[config.mk]
export PLATFORM = sky130hd
export DESIGN_NAME = pond_top
export DESIGN_NICKNAME = d
export VERILOG_FILES = /design/src/common/pond_pkg.sv /design/src/common/pond_grp_if.sv /design/src/core/pond_sync.sv /design/src/core/pond_group.sv /design/src/core/pond_top.sv
export SDC_FILE = /design/constraint.sdc
export NUM_CORES = 1
export LEC_CHECK = 0
export BUFFER_PORTS_ARGS = -buffer_cell sky130_fd_sc_hd__buf_2
export CAP_MARGIN = 25
export CELL_PAD_IN_SITES_DETAIL_PLACEMENT = 0
export CELL_PAD_IN_SITES_GLOBAL_PLACEMENT = 2
export CORE_MARGIN = 3
export CORE_UTILIZATION = 33
export DETAILED_ROUTE_END_ITERATION = 6
export HOLD_SLACK_MARGIN = 0.02
export PLACE_DENSITY = 0.91
export SLEW_MARGIN = 5
export SYNTH_ARGS = -nofsm -noshare
export SYNTH_HDL_FRONTEND = slang
export SYNTH_SLANG_ARGS = --single-unit
export TNS_END_PERCENT = 5
[constraint.sdc]
create_clock -name ref_clk -period 2.38 [get_ports ref_clk]
set_input_delay 0.119 -clock ref_clk [delete_from_list [all_inputs] [get_ports ref_clk]]
set_output_delay 0.119 -clock ref_clk [all_outputs]
set_load 0.01 [all_outputs]
[src/common/pond_pkg.sv]
// Purpose: shared constants for the pattern output next-data block
// Assumes: 16-bit register addresses, 8-bit register data
// Notes: all offsets, reset values and field positions live here
package pond_pkg;

	// ****************************************
	// sizes
	// ****************************************
	localparam int NUM_GRP = 4;
	localparam int GRP_W = 4;
	localparam int SEL_W = 2;
	localparam int REG_W = 8;
	localparam int ADDR_W = 16;
	localparam int PIN_W = NUM_GRP * GRP_W;

	typedef logic [ADDR_W-1:0] pond_addr_t;
	typedef logic [REG_W-1:0] pond_byte_t;
	typedef logic [GRP_W-1:0] pond_nib_t;

	// ****************************************
	// register offsets
	// ****************************************
	localparam pond_addr_t ADDR_TRIG_SEL = 16'hFFA1;
	localparam pond_addr_t ADDR_EN_HI = 16'hFFA2;
	localparam pond_addr_t ADDR_EN_LO = 16'hFFA3;
	localparam pond_addr_t ADDR_NDB_UP = 16'hFFA4;
	localparam pond_addr_t ADDR_NDA_UP = 16'hFFA5;
	localparam pond_addr_t ADDR_NDB_LO = 16'hFFA6;
	localparam pond_addr_t ADDR_NDA_LO = 16'hFFA7;
	localparam pond_addr_t ADDR_LATCH_A = 16'hFFD3;
	localparam pond_addr_t ADDR_LATCH_B = 16'hFFD6;

	// ****************************************
	// reset and fixed read values
	// ****************************************
	localparam pond_byte_t RST_NEXT = 8'h00;
	localparam pond_byte_t RST_EN = 8'h00;
	localparam pond_byte_t RST_TRIG_SEL = 8'hFF;
	localparam pond_byte_t RST_LATCH = 8'h00;
	localparam pond_nib_t RSV_NIB = 4'hF;
	localparam pond_byte_t RSV_BYTE = 8'hFF;
	localparam pond_byte_t RD_UNMAPPED = 8'h00;
	localparam pond_byte_t RST_RD_DATA = 8'h00;
	localparam logic RST_SYNC_STBY_N = 1'b1;

	// ****************************************
	// field positions
	// ****************************************
	localparam int SEL_STRIDE = 2;
	localparam int NIB_HI_LSB = 4;
	localparam int NIB_LO_LSB = 0;

endpackage

[src/common/pond_grp_if.sv]
// Purpose: carrier between the top and one output group
// Assumes: all signals on ref_clk, combinational across the link
// Notes: one instance per group
interface pond_grp_if;
	import pond_pkg::*;

	logic [SEL_W-1:0] sel;
	logic [NUM_GRP-1:0] cmp;
	pond_nib_t nextData;
	pond_nib_t enable;
	pond_nib_t latch;
	pond_nib_t latchNxt;
	logic fire;

	modport grp (
		input sel,
		input cmp,
		input nextData,
		input enable,
		input latch,
		output fire,
		output latchNxt
	);

	modport top (
		output sel,
		output cmp,
		output nextData,
		output enable,
		output latch,
		input fire,
		input latchNxt
	);

endinterface

[src/core/pond_sync.sv]
// Purpose: two-flop synchroniser for a pin level
// Assumes: pin is asynchronous to ref_clk
// Notes: only the second stage is visible outside
module pond_sync #(
	parameter logic RST_VAL = 1'b0
) (
	input wire logic ref_clk,
	input wire logic reset_n,
	input wire logic clkEn,
	input wire logic pinIn,
	output logic pinOut
);
	logic stage1_r;
	logic stage2_r;

	always_ff @(posedge ref_clk) begin
		if (!reset_n) begin
			stage1_r <= RST_VAL;
			stage2_r <= RST_VAL;
		end else if (clkEn) begin
			stage1_r <= pinIn;
			stage2_r <= stage1_r;
		end
	end

	assign pinOut = stage2_r;
endmodule // pond_sync

[src/core/pond_group.sv]
// Purpose: trigger selection and masked transfer for one 4-pin group
// Assumes: compare-match strobes are one-cycle pulses on ref_clk
// Notes: purely combinational, the latch flops sit in the top
module pond_group (
	pond_grp_if.grp grp
);
	import pond_pkg::*;

	logic [GRP_W-1:0] load;

	// pick one of the four compare-match strobes
	assign grp.fire = grp.cmp[grp.sel];

	// only enabled bits take next data, all in the strobe cycle
	assign load = grp.fire ? grp.enable : '0;
	assign grp.latchNxt = (load & grp.nextData) | (~load & grp.latch);
endmodule // pond_group

[src/core/pond_top.sv]
// Purpose: next-data transfer logic of a 16-pin timing pattern output unit
// Assumes: timer strobes on ref_clk; standby pin asynchronous
// Notes: non-overlap mode and direction control are not part of this block
//
// The implementer's own choice: strobed register access.
module pond_top (
	input wire logic ref_clk,
	input wire logic reset_n,
	input wire logic clkEn,
	input wire logic hwStandby_n,
	input wire logic [pond_pkg::NUM_GRP-1:0] cmpMatch,
	input wire pond_pkg::pond_addr_t regAddr,
	input wire pond_pkg::pond_byte_t regWrData,
	input wire logic regWr,
	input wire logic regRd,
	output pond_pkg::pond_byte_t regRdData,
	output pond_pkg::pond_byte_t portALatch,
	output pond_pkg::pond_byte_t portBLatch
);
	import pond_pkg::*;

	// ****************************************
	// state
	// ****************************************
	pond_byte_t trigSel_r;
	pond_byte_t enLo_r;
	pond_byte_t enHi_r;
	pond_byte_t ndA_r;
	pond_byte_t ndB_r;
	pond_byte_t latA_r;
	pond_byte_t latB_r;
	pond_byte_t rdData_r;

	pond_byte_t trigSel_nxt;
	pond_byte_t enLo_nxt;
	pond_byte_t enHi_nxt;
	pond_byte_t ndA_nxt;
	pond_byte_t ndB_nxt;
	pond_byte_t latA_nxt;
	pond_byte_t latB_nxt;
	pond_byte_t rdData_nxt;

	// ****************************************
	// hardware standby and clear
	// ****************************************
	logic stbySync_n;
	logic clr;
	logic stbyClr;

	pond_sync #(
		.RST_VAL(RST_SYNC_STBY_N)
	) u_stby (
		.ref_clk(ref_clk),
		.reset_n(reset_n),
		.clkEn(clkEn),
		.pinIn(hwStandby_n),
		.pinOut(stbySync_n)
	);

	// standby clears only while clocked, reset always acts
	assign stbyClr = clkEn && !stbySync_n;
	assign clr = !reset_n || stbyClr;

	// ****************************************
	// group trigger selects
	// ****************************************
	logic [SEL_W-1:0] grpSel [NUM_GRP];
	logic sameA;
	logic sameB;

	genvar g;
	generate
		for (g = 0; g < NUM_GRP; g++) begin : g_sel
			assign grpSel[g] = trigSel_r[g*SEL_STRIDE +: SEL_W];
		end
	endgenerate

	assign sameA = grpSel[1] == grpSel[0];
	assign sameB = grpSel[3] == grpSel[2];

	// ****************************************
	// address match
	// ****************************************
	logic hitTrigSel;
	logic hitEnHi;
	logic hitEnLo;
	logic hitNdaUp;
	logic hitNdaLo;
	logic hitNdbUp;
	logic hitNdbLo;
	logic hitLatA;
	logic hitLatB;

	assign hitTrigSel = regAddr == ADDR_TRIG_SEL;
	assign hitEnHi = regAddr == ADDR_EN_HI;
	assign hitEnLo = regAddr == ADDR_EN_LO;
	assign hitNdaUp = regAddr == ADDR_NDA_UP;
	assign hitNdaLo = regAddr == ADDR_NDA_LO;
	assign hitNdbUp = regAddr == ADDR_NDB_UP;
	assign hitNdbLo = regAddr == ADDR_NDB_LO;
	assign hitLatA = regAddr == ADDR_LATCH_A;
	assign hitLatB = regAddr == ADDR_LATCH_B;

	// ****************************************
	// write decode
	// ****************************************
	logic wrTrigSel;
	logic wrEnHi;
	logic wrEnLo;
	logic wrNdaUp;
	logic wrNdaLo;
	logic wrNdbUp;
	logic wrNdbLo;
	logic wrLatA;
	logic wrLatB;

	assign wrTrigSel = regWr && hitTrigSel;
	assign wrEnHi = regWr && hitEnHi;
	assign wrEnLo = regWr && hitEnLo;
	assign wrNdaUp = regWr && hitNdaUp;
	// companion address is read-only while the pair shares a trigger
	assign wrNdaLo = regWr && hitNdaLo && !sameA;
	assign wrNdbUp = regWr && hitNdbUp;
	assign wrNdbLo = regWr && hitNdbLo && !sameB;
	assign wrLatA = regWr && hitLatA;
	assign wrLatB = regWr && hitLatB;

	// ****************************************
	// nibble views
	// ****************************************
	pond_nib_t wrNibHi;
	pond_nib_t wrNibLo;
	pond_nib_t ndaHi;
	pond_nib_t ndaLo;
	pond_nib_t ndbHi;
	pond_nib_t ndbLo;

	assign wrNibHi = regWrData[NIB_HI_LSB +: GRP_W];
	assign wrNibLo = regWrData[NIB_LO_LSB +: GRP_W];
	assign ndaHi = ndA_r[NIB_HI_LSB +: GRP_W];
	assign ndaLo = ndA_r[NIB_LO_LSB +: GRP_W];
	assign ndbHi = ndB_r[NIB_HI_LSB +: GRP_W];
	assign ndbLo = ndB_r[NIB_LO_LSB +: GRP_W];

	// ****************************************
	// next-data buffer write paths
	// ****************************************
	pond_byte_t ndaUpVal;
	pond_byte_t ndaLoVal;
	pond_byte_t ndbUpVal;
	pond_byte_t ndbLoVal;

	// shared trigger takes the whole byte, split trigger only the high nibble
	assign ndaUpVal = sameA ? regWrData : {wrNibHi, ndaLo};
	assign ndaLoVal = {ndaHi, wrNibLo};
	assign ndbUpVal = sameB ? regWrData : {wrNibHi, ndbLo};
	assign ndbLoVal = {ndbHi, wrNibLo};

	assign ndA_nxt = wrNdaUp ? ndaUpVal : (wrNdaLo ? ndaLoVal : ndA_r);
	assign ndB_nxt = wrNdbUp ? ndbUpVal : (wrNdbLo ? ndbLoVal : ndB_r);

	// ****************************************
	// control register write paths
	// ****************************************
	assign trigSel_nxt = wrTrigSel ? regWrData : trigSel_r;
	assign enLo_nxt = wrEnLo ? regWrData : enLo_r;
	assign enHi_nxt = wrEnHi ? regWrData : enHi_r;

	// ****************************************
	// output groups
	// ****************************************
	logic [PIN_W-1:0] nextAll;
	logic [PIN_W-1:0] enAll;
	logic [PIN_W-1:0] latchAll;
	logic [PIN_W-1:0] xferAll;

	assign nextAll = {ndB_r, ndA_r};
	assign enAll = {enHi_r, enLo_r};
	assign latchAll = {latB_r, latA_r};

	pond_grp_if gIf [NUM_GRP] ();

	generate
		for (g = 0; g < NUM_GRP; g++) begin : g_grp
			assign gIf[g].sel = grpSel[g];
			assign gIf[g].cmp = cmpMatch;
			assign gIf[g].nextData = nextAll[g*GRP_W +: GRP_W];
			assign gIf[g].enable = enAll[g*GRP_W +: GRP_W];
			assign gIf[g].latch = latchAll[g*GRP_W +: GRP_W];
			assign xferAll[g*GRP_W +: GRP_W] = gIf[g].latchNxt;

			pond_group u_grp (
				.grp(gIf[g])
			);
		end
	endgenerate

	// ****************************************
	// port output latches
	// ****************************************
	pond_byte_t swA;
	pond_byte_t swB;
	pond_byte_t xferA;
	pond_byte_t xferB;
	pond_byte_t lockA;
	pond_byte_t lockB;

	assign swA = wrLatA ? regWrData : latA_r;
	assign swB = wrLatB ? regWrData : latB_r;
	assign xferA = xferAll[0 +: REG_W];
	assign xferB = xferAll[REG_W +: REG_W];

	// enabled bits follow the transfer only, software reaches the rest
	assign lockA = enLo_r;
	assign lockB = enHi_r;
	assign latA_nxt = (lockA & xferA) | (~lockA & swA);
	assign latB_nxt = (lockB & xferB) | (~lockB & swB);

	// ****************************************
	// read path
	// ****************************************
	pond_byte_t rdNdaUp;
	pond_byte_t rdNdaLo;
	pond_byte_t rdNdbUp;
	pond_byte_t rdNdbLo;
	pond_byte_t rdMux;

	assign rdNdaUp = sameA ? ndA_r
		: {ndA_r[NIB_HI_LSB +: GRP_W], RSV_NIB};
	assign rdNdaLo = sameA ? RSV_BYTE
		: {RSV_NIB, ndA_r[NIB_LO_LSB +: GRP_W]};
	assign rdNdbUp = sameB ? ndB_r
		: {ndB_r[NIB_HI_LSB +: GRP_W], RSV_NIB};
	assign rdNdbLo = sameB ? RSV_BYTE
		: {RSV_NIB, ndB_r[NIB_LO_LSB +: GRP_W]};

	assign rdMux = hitTrigSel ? trigSel_r
		: hitEnHi ? enHi_r
		: hitEnLo ? enLo_r
		: hitNdaUp ? rdNdaUp
		: hitNdaLo ? rdNdaLo
		: hitNdbUp ? rdNdbUp
		: hitNdbLo ? rdNdbLo
		: hitLatA ? latA_r
		: hitLatB ? latB_r
		: RD_UNMAPPED;

	// read data stand for the one cycle after the strobe only
	assign rdData_nxt = regRd ? rdMux : RST_RD_DATA;

	// ****************************************
	// registers
	// ****************************************
	// trigger select
	always_ff @(posedge ref_clk) begin
		if (clr) begin
			trigSel_r <= RST_TRIG_SEL;
		end else if (clkEn) begin
			trigSel_r <= trigSel_nxt;
		end
	end

	// low pin enables
	always_ff @(posedge ref_clk) begin
		if (clr) begin
			enLo_r <= RST_EN;
		end else if (clkEn) begin
			enLo_r <= enLo_nxt;
		end
	end

	// high pin enables
	always_ff @(posedge ref_clk) begin
		if (clr) begin
			enHi_r <= RST_EN;
		end else if (clkEn) begin
			enHi_r <= enHi_nxt;
		end
	end

	// next data for port A
	always_ff @(posedge ref_clk) begin
		if (clr) begin
			ndA_r <= RST_NEXT;
		end else if (clkEn) begin
			ndA_r <= ndA_nxt;
		end
	end

	// next data for port B
	always_ff @(posedge ref_clk) begin
		if (clr) begin
			ndB_r <= RST_NEXT;
		end else if (clkEn) begin
			ndB_r <= ndB_nxt;
		end
	end

	// port A latch
	always_ff @(posedge ref_clk) begin
		if (clr) begin
			latA_r <= RST_LATCH;
		end else if (clkEn) begin
			latA_r <= latA_nxt;
		end
	end

	// port B latch
	always_ff @(posedge ref_clk) begin
		if (clr) begin
			latB_r <= RST_LATCH;
		end else if (clkEn) begin
			latB_r <= latB_nxt;
		end
	end

	// read data
	always_ff @(posedge ref_clk) begin
		if (!reset_n) begin
			rdData_r <= RST_RD_DATA;
		end else if (clkEn) begin
			rdData_r <= rdData_nxt;
		end
	end

	// ****************************************
	// outputs
	// ****************************************
	assign regRdData = rdData_r;
	assign portALatch = latA_r;
	assign portBLatch = latB_r;
endmodule // pond_top

==> impl_results.md <==
- Antenna cells: 0
- Hpwl dp: 8.65 mm
- DR WL/cell: 18.3 um
- Largest net degree at the start of global routing: 49
- Multi-input logic area: 2180 um^2
- Max-slew headroom: 0.640
- PwrDens: 561 nW/um^2
- Die footprint: 12,100 um^2
- Clock latency on the worst-skew pair: 0.34 ns
- Via count: 3,647
- RSZ-0062 raised after global routing: no
- Synthesized area per cell: 8.05 um^2
- Postcts setup bufs: 0
- Crit path time final: 1.89 ns
- Syn Nets: 478
- Vert. Die Dim: 110 um
- Vias per cell: 5.59
- # port buffers: 57
- Worst slew pin tran: 0.540 ns
- Final setup fails: 0
- Drc violations: 0
- Layout Skew: 0.0103 ns
- Final Max Tran Viols: 0
- Synth Flop Type: dfxtp_1
- DRT Pass-1 Iters: 5
- Hold buffers post-CTS: 2
- Status: finished, final reports clean
- CP Capture Type: register
- Clock H-tree levels: 3
- Max Fclk: 0.528 GHz
- Number of primary I/O pins: 58
- Grt ovf: 0
- CORE AREA: 10,400 um^2
- Clock buffer depth: 2
- Post-CTS Resized: 0
- CP required: 2.62 ns
- Final count of hold timing violations: 0
- Post-route antenna net violation count: 0
- Gr usage total: 0.207
- Leakage: 1.69 nW
- Vias in the first global route: 3,473
- 1st-iter DRT viols: 427
- Critical path class: register to register
- Fillers: 1,072
- Starting Density: 0.343
- Total CTS buffers: 9
- CP Max Fanout: 4
- CTS root buf: clkbuf_8
- Placed cell area: 4090 um^2
- Register area share after synthesis: 0.370
- Die W: 110 um
- TNS Setup: 0 ns
- Share of cells above drive strength 1: 0.211
- Number of flops mapped to enable cells by yosys: 0
- Place WS: 0.326 ns
- Crit path DAT: 2.13 ns
- Synth warn: 0
- FP Rows: 37
- Synthesized cell area: 3570 um^2
- Reg clk slew, reported paths: 0.08 ns
- #FFs+latches synth: 66
- Most frequent cells in the layout: nand2_1 (84), dfxtp_1 (66), buf_2 (57)
- Crit share post-route: 0.795
- Fin nets: 545
- Worst hold slack: 0.0615 ns
- Total power: 2.44 mW
- Routed wire length: 11.9 mm
- Yosys cell types: 56
- Initial antenna violation count: 0
- CTS tree: done
- Mapped Cells: 444
- Commonest non-fill, non-tap cell in the layout: nand2_1
- GPL Wtd Cong: 0.923
- Register area: 1320 um^2
- Hold Crit Class: input port to register
- Max Cap Violations: 0
- Area Growth Syn to Fin: 21.5%
- Worst Setup Start Kind: register
- Design area: 4340 um^2
- Peak supply drop: 0.000230 V
- Final worst slack: 0.487 ns
- First-pass GRT wire length: 19.1 mm
- Num Clock Sinks: 66
- Asr flop ratio synth: 0
layer usage:
layer	vias to the layer above	GRT usage	wire (um)
met5	-	0	0
li1	1775	-	-
met1	1724	0.294	5610
met3	19	0.0396	854
met4	0	0.0748	297
met2	129	0.312	5140
cell usage after synthesis (3+ instances only):
cell type	instances	share of area
nand2_1	84	0.088
dfxtp_1	66	0.37
nor2_1	38	0.040
a21oi_1	37	0.052
o21ai_0	32	0.045
nand3b_1	20	0.042
o31ai_1	19	0.040
mux2i_1	18	0.050
a211oi_1	16	0.034
clkbuf_1	14	0.015
nand3_1	11	0.015
nor3_1	8	0.011
a21o_1	4	0.0084
a22oi_1	4	0.0084
buf_1	4	0.0042
mux4_2	4	0.025
or3_1	4	0.0070
xor2_1	4	0.0098
nand2b_1	3	0.0053
nand4_1	3	0.0053
nor2b_1	3	0.0053
o31a_1	3	0.0074
metrics by stage:
stage,instances,util
after floorplan,444,-
after global placement,634,0.393
after detailed placement,634,0.393
after CTS,652,0.417
after global routing,652,0.417
final,652,0.417
power by group:
group / total, mW / switching (mW) / internal [mW]
Sequential: 1.11 / 0.00147 / 1.11
Clock: 1.13 / 0.443 / 0.691
Combinational: 0.194 / 0.132 / 0.0620
Total: 2.44 / 0.577 / 1.86
final timing paths:
kind,cells after the start,slack [ns],startpoint,to
worst max-delay path,6,0.49,trigSel_r[5],regRdData[0]
worst min-delay path,2,0.06,reset_n,u_stby.pinOut
worst max register to register,6,0.49,trigSel_r[5],regRdData[0]
worst min register to register,2,0.45,regRdData[0],regRdData[0]
critical path, stage by stage (launching register included):
cell,delay [ns]
dfxtp_1,0.42
xor2_1,0.16
nor2_1,0.12
or4b_2,0.61
a31oi_1,0.22
o31a_1,0.19
o21ai_1,0.06
layout make-up:
cell class,instances,share of cell area
inverter,2,0.00173
multi-input combinational,357,0.503
clock inverter,6,0.0242
sequential,66,0.304
timing repair buffer,75,0.0980
clock buffer,10,0.0294
tap,136,0.0392
cells by family (layout without fill, tap and decap cells):
kind of cell | Yosys count | after routing | synth area share
AOI/OAI and AO/OA | 133 | 133 | 0.237
xor gates and xnor gates | 5 | 5 | 0.0123
buffers and inverters | 21 | 93 | 0.0224
DFF | 66 | 66 | 0.370
muxes | 22 | 22 | 0.0756
and+or+nand+nor | 197 | 197 | 0.284
Note: power is estimated with default switching activity, not from simulation.
